`config.mk`:
```
export PLATFORM = sky130hd
export DESIGN_NAME = apsmc_aux_pin_ctrl
export DESIGN_NICKNAME = d
export VERILOG_FILES = /design/src/apsmc_pkg.sv /design/src/apsmc_aux_pin_ctrl.sv /design/src/apsmc_mode_decode.sv /design/src/apsmc_edge_detect.sv
export SDC_FILE = /design/constraint.sdc
export NUM_CORES = 1
export LEC_CHECK = 0
export ABC_AREA = 0
export BUFFER_PORTS_ARGS = -buffer_cell sky130_fd_sc_hd__buf_2
export CAP_MARGIN = 0
export CORE_MARGIN = 4
export CORE_UTILIZATION = 45
export DETAILED_ROUTE_END_ITERATION = 10
export PLACE_DENSITY_LB_ADDON = 0.2
export SKIP_LAST_GASP = 1
export SLEW_MARGIN = 20
export SYNTH_ARGS = -nofsm -noshare
export SYNTH_HDL_FRONTEND = slang
export SYNTH_SLANG_ARGS = --single-unit
```
`constraint.sdc`:
```
create_clock -name ref_clk -period 4.2 [get_ports ref_clk]
set_input_delay 0.21 -clock ref_clk [delete_from_list [all_inputs] [get_ports ref_clk]]
set_output_delay 0.21 -clock ref_clk [all_outputs]
set_load 0.01 [all_outputs]
```
`src/apsmc_pkg.sv`:
```
// Package for the auxiliary pin mode controller: mode codes, decoded
// pin roles and the packed carriers shared by the design files.
// Assumes a single 50 MHz clock domain with synchronous reset.
package apsmc_pkg;

  // ****************************************************************
  // Function select codes
  // ****************************************************************
  localparam logic [3:0] FSEL_MUX_INT     = 4'h0;
  localparam logic [3:0] FSEL_MUX_EXTCLK  = 4'h1;
  localparam logic [3:0] FSEL_SLV_SMP     = 4'h2;
  localparam logic [3:0] FSEL_SLV_SMP_EXT = 4'h3;
  localparam logic [3:0] FSEL_MST_SMP     = 4'h4;
  localparam logic [3:0] FSEL_MST_SMP_EXT = 4'h5;
  localparam logic [3:0] FSEL_SLV_EXP     = 4'h6;
  localparam logic [3:0] FSEL_MST_EXP     = 4'h7;
  localparam logic [3:0] FSEL_MST_EXP_EXT = 4'h8;
  localparam logic [3:0] FSEL_HW_RESYNC   = 4'h9;
  localparam logic [3:0] FSEL_RESET       = 4'h0;

  // ****************************************************************
  // Timing constants
  // ****************************************************************
  localparam int CLK_HZ          = 50_000_000;
  localparam int INT_OSC_HZ      = 32768;
  // Phase accumulator step for the internal timing tick, 32-bit phase.
  localparam logic [31:0] INT_OSC_STEP =
    32'((64'(INT_OSC_HZ) << 32) / 64'(CLK_HZ));

  // ****************************************************************
  // Decoded roles
  // ****************************************************************
  typedef enum logic [2:0] {
    P1_MUX     = 3'b000,
    P1_SMP_IN  = 3'b001,
    P1_SMP_OUT = 3'b010,
    P1_EXP_IN  = 3'b011,
    P1_EXP_OUT = 3'b100,
    P1_RESYNC  = 3'b101
  } apsmc_p1_role_t;

  typedef enum logic [1:0] {
    P2_OFF = 2'b00,
    P2_MUX = 2'b01,
    P2_CLK = 2'b10
  } apsmc_p2_role_t;

  typedef struct packed {
    apsmc_p1_role_t p1;
    apsmc_p2_role_t p2;
    logic           smpExt;  // Sample timing from the pin two clock.
    logic           expExt;  // Exposure timing from the pin two clock.
    logic           smpPin;  // Sample timing from pin one.
    logic           expPin;  // Exposure timing from pin one.
  } apsmc_mode_t;

  // Pin output pair: output enable is low while the module drives the pin.
  typedef struct packed {
    logic dout;
    logic oeN;
  } apsmc_pin_out_t;

  // Sequencer status seen by the pin logic.
  typedef struct packed {
    logic slotAbcUsed;   // Some sequence slot uses states A, B or C.
    logic expHiDriver;   // Exposure running on driver four, five or six.
    logic sampleActive;  // A sample is being taken.
    logic exposureActive;
  } apsmc_seq_stat_t;

endpackage : apsmc_pkg

```
`src/apsmc_aux_pin_ctrl.sv`:
```
// Top of the auxiliary pin mode controller: pin roles, timing source
// selection and sample restart requests for the sample sequencer.
// Assumes the sequencer reports exposure state and takes the restart
// and timing ticks produced here; pins are split into in/out/enable.
`timescale 1ns/100ps
module apsmc_aux_pin_ctrl (
  input  wire logic                    ref_clk,       // 50 MHz clock
  input  wire logic                    srst,          // Sync reset, high
  input  wire logic [3:0]              fsel,          // Function select
  input  wire logic                    swResyncWr,    // Write 1 to resync
  input  wire apsmc_pkg::apsmc_seq_stat_t seqStat,    // Sequencer status
  input  wire logic                    auxPinOneIn,   // Pin one level
  output logic                         auxPinOneOut,  // Pin one drive
  output logic                         auxPinOneOeN,  // Pin one enable, low
  input  wire logic                    auxPinTwoIn,   // Pin two level
  output logic                         auxPinTwoOut,  // Pin two drive
  output logic                         auxPinTwoOeN,  // Pin two enable, low
  output logic                         softwareResyncBit, // Pending bit
  output logic                         sampleStart,   // Start sample pulse
  output logic                         exposureStart, // Start exposure pulse
  output logic                         sampleAbort,   // Abort sample pulse
  output logic                         sampleTick,    // Sample time base
  output logic                         exposureTick,  // Exposure time base
  output logic                         resyncWait     // Waiting for clock
);

  // ****************************************************************
  // Decode and pin inputs
  // ****************************************************************
  apsmc_pkg::apsmc_mode_t mode;
  logic pinOneLvl;
  logic pinOneRaw;
  logic pinOneRise;
  logic pinTwoLvl;
  logic pinTwoRaw;
  logic pinTwoRise;

  apsmc_mode_decode u_decode (
    .fsel (fsel),
    .mode (mode)
  );

  apsmc_edge_detect u_pin_one (
    .ref_clk (ref_clk),
    .srst    (srst),
    .din     (auxPinOneIn),
    .level   (pinOneLvl),
    .rise    (pinOneRaw)
  );

  apsmc_edge_detect u_pin_two (
    .ref_clk (ref_clk),
    .srst    (srst),
    .din     (auxPinTwoIn),
    .level   (pinTwoLvl),
    .rise    (pinTwoRaw)
  );

  // ****************************************************************
  // Role tests
  // ****************************************************************
  // Pin one's role is asked about by the resync and trigger logic alike.
  function automatic logic pinOneIs(
    input apsmc_pkg::apsmc_mode_t    m, // Decoded roles
    input apsmc_pkg::apsmc_p1_role_t r  // Role asked about
  );
    return (m.p1 == r);
  endfunction

  // ****************************************************************
  // Edge masking after a mode change
  // ****************************************************************
  // A new select may release a pin that this block was driving, and the
  // synchroniser still carries that drive for a few cycles. An edge seen
  // then is our own, not the far side's, so it is masked; the price is
  // that a genuine edge in the same few cycles is lost as well. The mask
  // also covers the cycles after reset, when a pin held high by the far
  // side would otherwise look like a fresh rise.
  logic [3:0] fselPrev;
  logic [2:0] settle;
  logic       pinQuiet;

  always_ff @(posedge ref_clk) begin
    if (srst) begin
      fselPrev <= 4'h0;
    end else begin
      fselPrev <= fsel;
    end
  end

  // The shift register spans both synchroniser stages and the edge stage.
  always_ff @(posedge ref_clk) begin
    if (srst) begin
      settle <= 3'h7;
    end else begin
      settle <= {settle[1:0], fsel != fselPrev};
    end
  end

  // The live compare covers the cycle in which the select has just moved.
  assign pinQuiet   = ~|settle & (fsel == fselPrev);
  assign pinOneRise = pinOneRaw & pinQuiet;
  assign pinTwoRise = pinTwoRaw & pinQuiet;

  // ****************************************************************
  // Internal oscillator tick
  // ****************************************************************
  // A phase accumulator stands in for the 32768 Hz oscillator; jitter
  // is one ref_clk period, which the sequencer tolerates.
  logic [31:0] oscPhase;
  logic        oscTick;

  always_ff @(posedge ref_clk) begin
    if (srst) begin
      oscPhase <= '0;
      oscTick  <= 1'b0;
    end else begin
      {oscTick, oscPhase} <= {1'b0, oscPhase} +
                             {1'b0, apsmc_pkg::INT_OSC_STEP};
    end
  end

  // ****************************************************************
  // Timing source selection
  // ****************************************************************
  // The external clock is trusted to be 32768 or 32000 Hz; its rate is
  // not checked here.
  logic extTick;
  assign extTick = pinTwoRise & (mode.p2 == apsmc_pkg::P2_CLK);

  // A timing taken from pin one (smpPin, expPin) gives no tick here: it reaches
  // the sequencer as start pulses instead.

  always_ff @(posedge ref_clk) begin
    if (srst) begin
      sampleTick   <= 1'b0;
      exposureTick <= 1'b0;
    end else begin
      sampleTick   <= mode.smpExt ? extTick :
                      (mode.smpPin ? 1'b0 : oscTick);
      exposureTick <= mode.expExt ? extTick :
                      (mode.expPin ? 1'b0 : oscTick);
    end
  end

  // ****************************************************************
  // Software resync bit
  // ****************************************************************
  // The bit is set by the write and cleared one cycle later once the
  // abort and restart have been issued; a write in that cycle sets again.
  always_ff @(posedge ref_clk) begin
    if (srst) begin
      softwareResyncBit <= 1'b0;
    end else begin
      softwareResyncBit <= swResyncWr;
    end
  end

  // ****************************************************************
  // Hardware resync state machine
  // ****************************************************************
  // Leaving the resync select while waiting drops the wait without a
  // restart; the sequencer then runs on whatever timing the new select
  // gives it.
  typedef enum logic [0:0] {
    RS_IDLE = 1'b0,
    RS_WAIT = 1'b1
  } apsmc_rs_state_t;

  apsmc_rs_state_t rsState;
  apsmc_rs_state_t next_rsState;

  always_comb begin
    next_rsState = rsState;
    case (rsState)
      RS_IDLE: begin
        if (pinOneIs(mode, apsmc_pkg::P1_RESYNC) && pinOneRise) begin
          next_rsState = RS_WAIT;
        end
      end
      RS_WAIT: begin
        if (!pinOneIs(mode, apsmc_pkg::P1_RESYNC) || pinTwoRise) begin
          next_rsState = RS_IDLE;
        end
      end
      default: begin
        next_rsState = RS_IDLE;
      end
    endcase
  end

  always_ff @(posedge ref_clk) begin
    if (srst) begin
      rsState <= RS_IDLE;
    end else begin
      rsState <= next_rsState;
    end
  end

  assign resyncWait = (rsState == RS_WAIT);

  // ****************************************************************
  // Sample control pulses
  // ****************************************************************
  // A software resync and a pin event in one cycle merge into a single
  // abort and start; the sequencer cannot tell them apart and need not.
  logic hwAbort;
  logic hwRestart;
  logic slvSample;
  logic slvExposure;

  assign hwAbort   = (rsState == RS_IDLE) & (next_rsState == RS_WAIT);
  assign hwRestart = (rsState == RS_WAIT) & pinTwoRise &
                     pinOneIs(mode, apsmc_pkg::P1_RESYNC);
  assign slvSample   = pinOneIs(mode, apsmc_pkg::P1_SMP_IN) &
                       pinOneRise;
  assign slvExposure = pinOneIs(mode, apsmc_pkg::P1_EXP_IN) &
                       pinOneRise;

  always_ff @(posedge ref_clk) begin
    if (srst) begin
      sampleAbort   <= 1'b0;
      sampleStart   <= 1'b0;
      exposureStart <= 1'b0;
    end else begin
      sampleAbort   <= swResyncWr | hwAbort;
      sampleStart   <= swResyncWr | hwRestart | slvSample |
                       slvExposure;
      exposureStart <= slvExposure;
    end
  end

  // ****************************************************************
  // Pin drivers
  // ****************************************************************
  // Outputs are registered so that a select change never glitches a pin
  // that a second device or an LED multiplexer may be watching. The mux
  // level follows the sequencer one cycle late, which is far below the
  // length of an exposure.
  logic muxActive;
  logic muxLevel;

  assign muxActive = seqStat.slotAbcUsed;
  assign muxLevel  = seqStat.exposureActive & seqStat.expHiDriver;

  always_ff @(posedge ref_clk) begin
    if (srst) begin
      auxPinOneOut <= 1'b0;
      auxPinOneOeN <= 1'b1;
    end else begin
      case (mode.p1)
        apsmc_pkg::P1_MUX: begin
          auxPinOneOut <= muxLevel;
          auxPinOneOeN <= ~muxActive;
        end
        apsmc_pkg::P1_SMP_OUT: begin
          auxPinOneOut <= seqStat.sampleActive;
          auxPinOneOeN <= 1'b0;
        end
        apsmc_pkg::P1_EXP_OUT: begin
          auxPinOneOut <= seqStat.exposureActive;
          auxPinOneOeN <= 1'b0;
        end
        default: begin
          auxPinOneOut <= 1'b0;
          auxPinOneOeN <= 1'b1;
        end
      endcase
    end
  end

  always_ff @(posedge ref_clk) begin
    if (srst) begin
      auxPinTwoOut <= 1'b0;
      auxPinTwoOeN <= 1'b1;
    end else if (mode.p2 == apsmc_pkg::P2_MUX) begin
      auxPinTwoOut <= muxLevel;
      auxPinTwoOeN <= ~muxActive;
    end else begin
      auxPinTwoOut <= 1'b0;
      auxPinTwoOeN <= 1'b1;
    end
  end

  // Unused here: the settled pin levels are kept for the edge logic only.
  logic unusedLvl;
  assign unusedLvl = pinOneLvl ^ pinTwoLvl;

endmodule // apsmc_aux_pin_ctrl

```
`src/apsmc_mode_decode.sv`:
```
// Decodes the 4-bit function select into pin roles and timing sources.
// Purely combinational; the select is assumed stable between writes.
`timescale 1ns/100ps
module apsmc_mode_decode (
  input  wire logic [3:0]          fsel, // Function select
  output apsmc_pkg::apsmc_mode_t   mode  // Decoded roles
);

  // ****************************************************************
  // Decode
  // ****************************************************************
  always_comb begin
    mode        = '0;
    mode.p1     = apsmc_pkg::P1_MUX;
    mode.p2     = apsmc_pkg::P2_OFF;
    case (fsel)
      apsmc_pkg::FSEL_MUX_INT: begin
        mode.p1 = apsmc_pkg::P1_MUX;
      end
      apsmc_pkg::FSEL_MUX_EXTCLK: begin
        mode.p2     = apsmc_pkg::P2_CLK;
        mode.smpExt = 1'b1;
        mode.expExt = 1'b1;
      end
      apsmc_pkg::FSEL_SLV_SMP: begin
        mode.p1     = apsmc_pkg::P1_SMP_IN;
        mode.p2     = apsmc_pkg::P2_MUX;
        mode.smpPin = 1'b1;
      end
      apsmc_pkg::FSEL_SLV_SMP_EXT: begin
        mode.p1     = apsmc_pkg::P1_SMP_IN;
        mode.p2     = apsmc_pkg::P2_CLK;
        mode.smpPin = 1'b1;
        mode.expExt = 1'b1;
      end
      apsmc_pkg::FSEL_MST_SMP: begin
        mode.p1 = apsmc_pkg::P1_SMP_OUT;
        mode.p2 = apsmc_pkg::P2_MUX;
      end
      apsmc_pkg::FSEL_MST_SMP_EXT: begin
        mode.p1     = apsmc_pkg::P1_SMP_OUT;
        mode.p2     = apsmc_pkg::P2_CLK;
        mode.expExt = 1'b1;
      end
      apsmc_pkg::FSEL_SLV_EXP: begin
        mode.p1     = apsmc_pkg::P1_EXP_IN;
        mode.p2     = apsmc_pkg::P2_MUX;
        mode.smpPin = 1'b1;
        mode.expPin = 1'b1;
      end
      apsmc_pkg::FSEL_MST_EXP: begin
        mode.p1 = apsmc_pkg::P1_EXP_OUT;
        mode.p2 = apsmc_pkg::P2_MUX;
      end
      apsmc_pkg::FSEL_MST_EXP_EXT: begin
        mode.p1     = apsmc_pkg::P1_EXP_OUT;
        mode.p2     = apsmc_pkg::P2_CLK;
        mode.smpExt = 1'b1;
        mode.expExt = 1'b1;
      end
      apsmc_pkg::FSEL_HW_RESYNC: begin
        mode.p1     = apsmc_pkg::P1_RESYNC;
        mode.p2     = apsmc_pkg::P2_CLK;
        mode.smpExt = 1'b1;
        mode.expExt = 1'b1;
      end
      default: begin
        mode.p1 = apsmc_pkg::P1_MUX;
      end
    endcase
  end

endmodule // apsmc_mode_decode

```
`src/apsmc_edge_detect.sv`:
```
// Two-stage synchroniser followed by a rising edge detector.
// Input is asynchronous pin level; output is a one-cycle pulse.
`timescale 1ns/100ps
module apsmc_edge_detect (
  input  wire logic ref_clk, // 50 MHz clock
  input  wire logic srst,    // Synchronous reset, active high
  input  wire logic din,     // Pin level
  output logic      level,   // Synchronised level
  output logic      rise     // One-cycle pulse on a rising edge
);

  // ****************************************************************
  // Synchroniser and edge
  // ****************************************************************
  logic meta;
  logic prev;

  always_ff @(posedge ref_clk) begin
    if (srst) begin
      meta  <= 1'b0;
      level <= 1'b0;
      prev  <= 1'b0;
    end else begin
      meta  <= din;
      level <= meta;
      prev  <= level;
    end
  end

  // The first stage is never looked at; only settled levels are compared.
  assign rise = level & ~prev;

endmodule // apsmc_edge_detect

```
Yosys cells after proc, flatten, opt, wreduce, memory -nomap -nowiden
Index checks and enable logic that the tools add are counted.
Cells by class
  add/subtract/negate cells: 1
  equality and inequality tests: 18
  muxes and demuxes: 15
  bitwise logic cells: 21
  reductions and logical operators: 15
Operators by type and width (count)
  32-bit by 22-bit adder with 33-bit output, second input constant: 1
  4-bit by 3-bit equality test with 1-bit output, second input constant: 4
  3-bit case mux with 5 select lines: 1
  1-bit AND: 12
  1-bit 2-to-1 mux: 10
  2-bit OR reduction: 5
  3-bit OR reduction: 3
  4-bit by 2-bit equality test with 1-bit output, second input constant: 2
  4-bit equality test, second input constant: 2
  3-bit by 2-bit equality test with 1-bit output, second input constant: 2
  3-bit equality test, second input constant: 2
  1-bit inverter: 5
  5-bit OR reduction: 1
  4-bit by 1-bit equality test with 1-bit output, second input constant: 1
  4-bit equality test: 1
  4-bit inequality test: 1
  1-bit OR: 4
  1-bit case mux with 2 select lines: 2
  2-bit case mux with 2 select lines: 1
  4-bit OR reduction: 1
  3-bit by 1-bit equality test with 1-bit output, second input constant: 1
  3-bit logical NOT: 1
  1-bit case mux with 3 select lines: 1
  2-bit by 1-bit equality test with 1-bit output, second input constant: 1
  4 further kinds: 5
Storage, ports and cells
  bits in registers: 57
  input port bits: 13
  word-level logic and storage cells: 91

Longest topological paths before layout
  depth in word-level cells: 10
  gate-level depth with buffers: 6
  depth with buffers taken out: 6

By module
Synthesis repeated with hierarchy kept, for this count alone.
Unflattened totals
  cell total of the unflattened synthesis: 283
  area, all modules: 2560.0 um^2
By module, submodules not included
  apsmc_aux_pin_ctrl: times used 1, cells an instance 249, area each 2250.9 um^2, seq. area each 1021.0 um^2
  apsmc_edge_detect: times used 2, cells an instance 7, area each 87.6 um^2, seq. area each 60.1 um^2
  apsmc_mode_decode: times used 1, cells an instance 20, area each 133.9 um^2, seq. area each 0.0 um^2

Worst setup path after synthesis
Ideal clock, no wire load.
  path kind: register to register
  start: register oscPhase[0]
  end: register oscPhase[28]
  setup time: 70 ps
  arrival: 1650 ps
  required time: 4130 ps
  setup slack: 2479 ps
  cell stages (with the launch flop): 7
  clock period less this slack: 1721 ps
  cells stage by stage: dfxtp_1 ha_1 nor4_1 o211ai_4 a31oi_4 or4_1 a21oi_1
On the way
  word-level cells in the longest chain between the ends: 1
RTL lines
  start, declared: RTL line apsmc_aux_pin_ctrl.sv:110  | logic [31:0] oscPhase;
  start signal, assigned: RTL line apsmc_aux_pin_ctrl.sv:118  | {oscTick, oscPhase} <= {1'b0, oscPhase} +
  32-bit by 22-bit adder with 33-bit output: RTL line apsmc_aux_pin_ctrl.sv:118
No other way between the ends.
A chain may end at the register's enable or synchronous reset.

Final worst setup path
  start: register fselPrev[3]
  end: register exposureTick
On the way
  word-level cells in the longest chain between the ends: 5
RTL lines
  start, declared: RTL line apsmc_aux_pin_ctrl.sv:79  | logic [3:0] fselPrev;
  start signal, assigned: RTL line apsmc_aux_pin_ctrl.sv:87  | fselPrev <= fsel;
  4-bit equality test: RTL line apsmc_aux_pin_ctrl.sv:101  | assign pinQuiet = ~|settle & (fsel == fselPrev);
  1-bit AND: RTL line apsmc_aux_pin_ctrl.sv:101
  1-bit AND: RTL line apsmc_aux_pin_ctrl.sv:103  | assign pinTwoRise = pinTwoRaw & pinQuiet;
  1-bit AND: RTL line apsmc_aux_pin_ctrl.sv:129  | assign extTick = pinTwoRise & (mode.p2 == apsmc_pkg::P2_CLK);
  1-bit 2-to-1 mux: RTL line apsmc_aux_pin_ctrl.sv:141  | exposureTick <= mode.expExt ? extTick :
  end signal, assigned: RTL line apsmc_aux_pin_ctrl.sv:141
  end, declared: RTL line apsmc_aux_pin_ctrl.sv:23  | output logic exposureTick,
No other way between the ends.

==> impl_metrics.csv <==
group,metric,value,unit
outcome,outcome,"completed",
clock_network,h-tree-depth,3,
global_route,grt_start_max_net_pins,28,
power_and_ir_drop,finalPower,1.523,mW
cells_and_area,drive_gt1_frac,0.1667,
clock_network,cts_max_path_buffers,2,
global_route,grtUsageTotal,0.1472,
sta,worst_pin_slew,522.0,ps
setup_path,critPathLaunchType,"register",
placement,dp.cells,374,
die,die_h,83.76,um
global_route,grt_pass1_vias,1889,
routing,num_vias,2054,
synth,synth.top_cell.area_share,0.4419,
power_and_ir_drop,ir_drop,0.0003210,V
cells_and_area,layout_common_cells,"dfxtp_1 (57), nor2_1 (36), buf_2 (23)",
clock_network,tritoncts,"built",
placement,io_buffers,23,
cells_and_area,fin_util,0.5348,
sta,tns,0,ps
setup_path,cp_max_fo,4,
setup_path,critical_path_class,"reg -> reg",
power_and_ir_drop,combPwrFrac,0.202,
clock_network,clk_pin_slew_worst_paths,70,ps
synth,synth_enable_flop_cells,0,
sta,rsz0062_at_grt,"no",
power_and_ir_drop,swShare,0.3184,
cells_and_area,area_growth_syn_to_layout,14.73,%
clock_network,cts_made_buffers,9,
routing,wl_per_cell,12.45,um
placement,dpl.hpwl,3381,um
setup_path,critPathMaxStageDelay,540,ps
routing,dr.pass1.iters,4,
synth,yosys_warnings,0,
die,row_count,27,
global_route,grt_remaining_overflow,0,
synth,postSynth.asyncResetShare,0,
global_route,grt_first_pass_wirelength,8411,um
sta,clock.fmax,0.5185,GHz
clock_network,cts_root_buf,"clkbuf_8",
worst_hold_path,hold_path_class,"in -> reg",
clock_network,cts.sinks,57,
sta,final_hold_viol_count,0,
power_and_ir_drop,power.switching,0.4849,mW
power_and_ir_drop,pwr_density_cell,514.0,nW/um^2
synth,avgSynthCellArea,8.967,sq um
synth,synthCells,288,
die,die_width,83.76,um
power_and_ir_drop,pwr-share-seq,0.459,
cells_and_area,fin_nets,327,
die,placeableCoreArea,5540,sq um
sta,period_needed,1929,ps
clock_network,worstSkewPairLatency,340,ps
synth,ys.flop_type,"dfxtp_1",
routing,avgViaCountPerCell,5.267,
synth,syn_area,2582,sq um
sta,setup_viol,0,
die,start_util,0.4661,
setup_path,worstPathArrival,2110,ps
cells_and_area,instances_no_fill,390,
routing,drc,0,
clock_network,holdBufCountCts,0,
cells_and_area,final_common_cell,"dfxtp_1",
clock_network,post_cts_buffers,0,
synth,seq_area_frac_synth,0.4419,
clock_network,cts_resized,0,
synth,synth.distinct_cells,54,
synth,ys_ff_latch,57,
sta,worst_slack,2271,ps
power_and_ir_drop,p_leak,1.160,nW
setup_path,slowest_stage,"a2111oi_0",
cells_and_area,n_fill_cell,517,
job,maxCapViolations,0,
sta,slew_headroom,0.6494,
power_and_ir_drop,power.internal,1.038,mW
synth,synth_nets,302,
synth,synth.area.top_cells,"dfxtp_1 (44%), nor2_1 (5.2%), xor2_1 (4.4%)",
routing,wl,4857,um
synth,synth_top_area_cell,"dfxtp_1",
setup_path,worstPathRequired,4380,ps
placement,preCtsSetupSlack,2101,ps
cells_and_area,diodes,0,
global_route,antenna_found_initial,0,
die,io_pins,24,
placement,place_congestion,0.8379,
setup_path,cp-end-kind,"register",
routing,drt_iter0_markers,113,
sta,drv_slew,0,
setup_path,path_cells,"xor2_1, nor4_1, nand4b_1, a2111oi_0",
sta,period_share,0.4592,
routing,ant_nets,0,
power_and_ir_drop,p_clk_frac,0.339,
die,dieArea,7015,sq um
sta,finClkSkew,9.963,ps
==> registers in the layout, summed over array words and instances, names as in the netlist <==
register / count
sampleStart: 1
oscTick: 1
exposureStart: 1
u_pin_one.level: 1
u_pin_two.level: 1
oscPhase: 32
auxPinOneOut: 1
auxPinOneOeN: 1
u_pin_two.prev: 1
u_pin_two.meta: 1
sampleTick: 1
settle: 3
u_pin_one.prev: 1
exposureTick: 1
sampleAbort: 1
auxPinTwoOut: 1
auxPinTwoOeN: 1
fselPrev: 4
softwareResyncBit: 1
resyncWait: 1
u_pin_one.meta: 1
==> path summary, 6_finish.rpt <==
check	startpoint	end	slack [ps]	cells past startpoint
setup / recovery	fselPrev[3]	exposureTick	2270	4
hold / removal	seqStat[3]	auxPinTwoOeN	80	2
setup reg to reg	fselPrev[3]	exposureTick	2270	4
hold reg to reg	u_pin_two.meta	u_pin_two.level	440	1
==> cells by family after synthesis <==
family | count (synthesis) | synth area share
and+or+nand+nor | 119 | 0.2389
AOI/OAI and AO/OA | 72 | 0.2108
DFF | 57 | 0.4419
xor gates and xnor gates | 19 | 0.06444
buffers and inverters | 16 | 0.02325
muxes | 4 | 0.01599
adders and majority gates | 1 | 0.004844
==> metal layers <==
layer  track usage  vias up  routed length (um)
met4       0.07895        0                  78
met3       0.03949        6                 182
met5             0        -                   0
met1        0.1901      939                2421
met2        0.2227       37                2175
li1              -     1072                   -
==> worst max-delay path: cells and delay by family (launching register included) <==
kind / cells / cell delay [ps]
AOI/OAI and AO/OA: 1 / 540
DFF: 1 / 310
xor gates and xnor gates: 1 / 130
and+or+nand+nor: 2 / 790
==> power by group through the flow <==
stage | registers, mW | logic (mW) | clock network (mW)
2_1_floorplan | 0.692 | 0.255 | 0
3_3_place_gp | 0.709 | 0.304 | 0
3_5_place_dp | 0.711 | 0.307 | 0
4_1_cts | 0.699 | 0.310 | 0.532
5_1_grt | 0.710 | 0.347 | 0.559
6_report | 0.699 | 0.307 | 0.516
==> synthesized netlist by cell type, types with 2 or more instances <==
library cell	instances
a21boi_0	2
or2_2	2
a32o_1	2
a211o_1	2
dfxtp_1	57
mux2i_1	3
and3_1	8
nor3_1	7
or3_1	6
and2_1	4
a21o_1	2
o21a_1	3
buf_1	4
a21oi_1	22
nand4_1	3
nand3_1	5
xor2_1	13
xnor2_1	6
a211oi_1	4
nor2b_1	12
or4_1	2
o21ai_0	16
clkbuf_1	6
inv_1	6
nor2_1	36
a2111oi_4	2
nand2_1	22
nor4_1	4
o31ai_1	2
==> layout make-up <==
| class | count | area, sq um | area share |
|---|---|---|---|
| repair buffers | 24 | 122.6 | 0.04139 |
| multi-input cells | 215 | 1381 | 0.4662 |
| well taps | 72 | 90.09 | 0.03041 |
| inverters | 6 | 22.52 | 0.007601 |
| flip-flops and latches | 57 | 1141 | 0.3851 |
| clock inverters | 6 | 67.56 | 0.02280 |
| clock buffers | 10 | 137.6 | 0.04645 |
==> metrics by stage <==
step / cell area (sq um) / hold slack [ps]
3_3_place_gp: 2758 / 417.0
2_1_floorplan: 2582 / 271.9
6_report: 2963 / 77.49
5_1_grt: 2963 / 82.03
4_1_cts: 2963 / 63.42
3_5_place_dp: 2758 / 423.0
(Power assumes the default switching activity.)
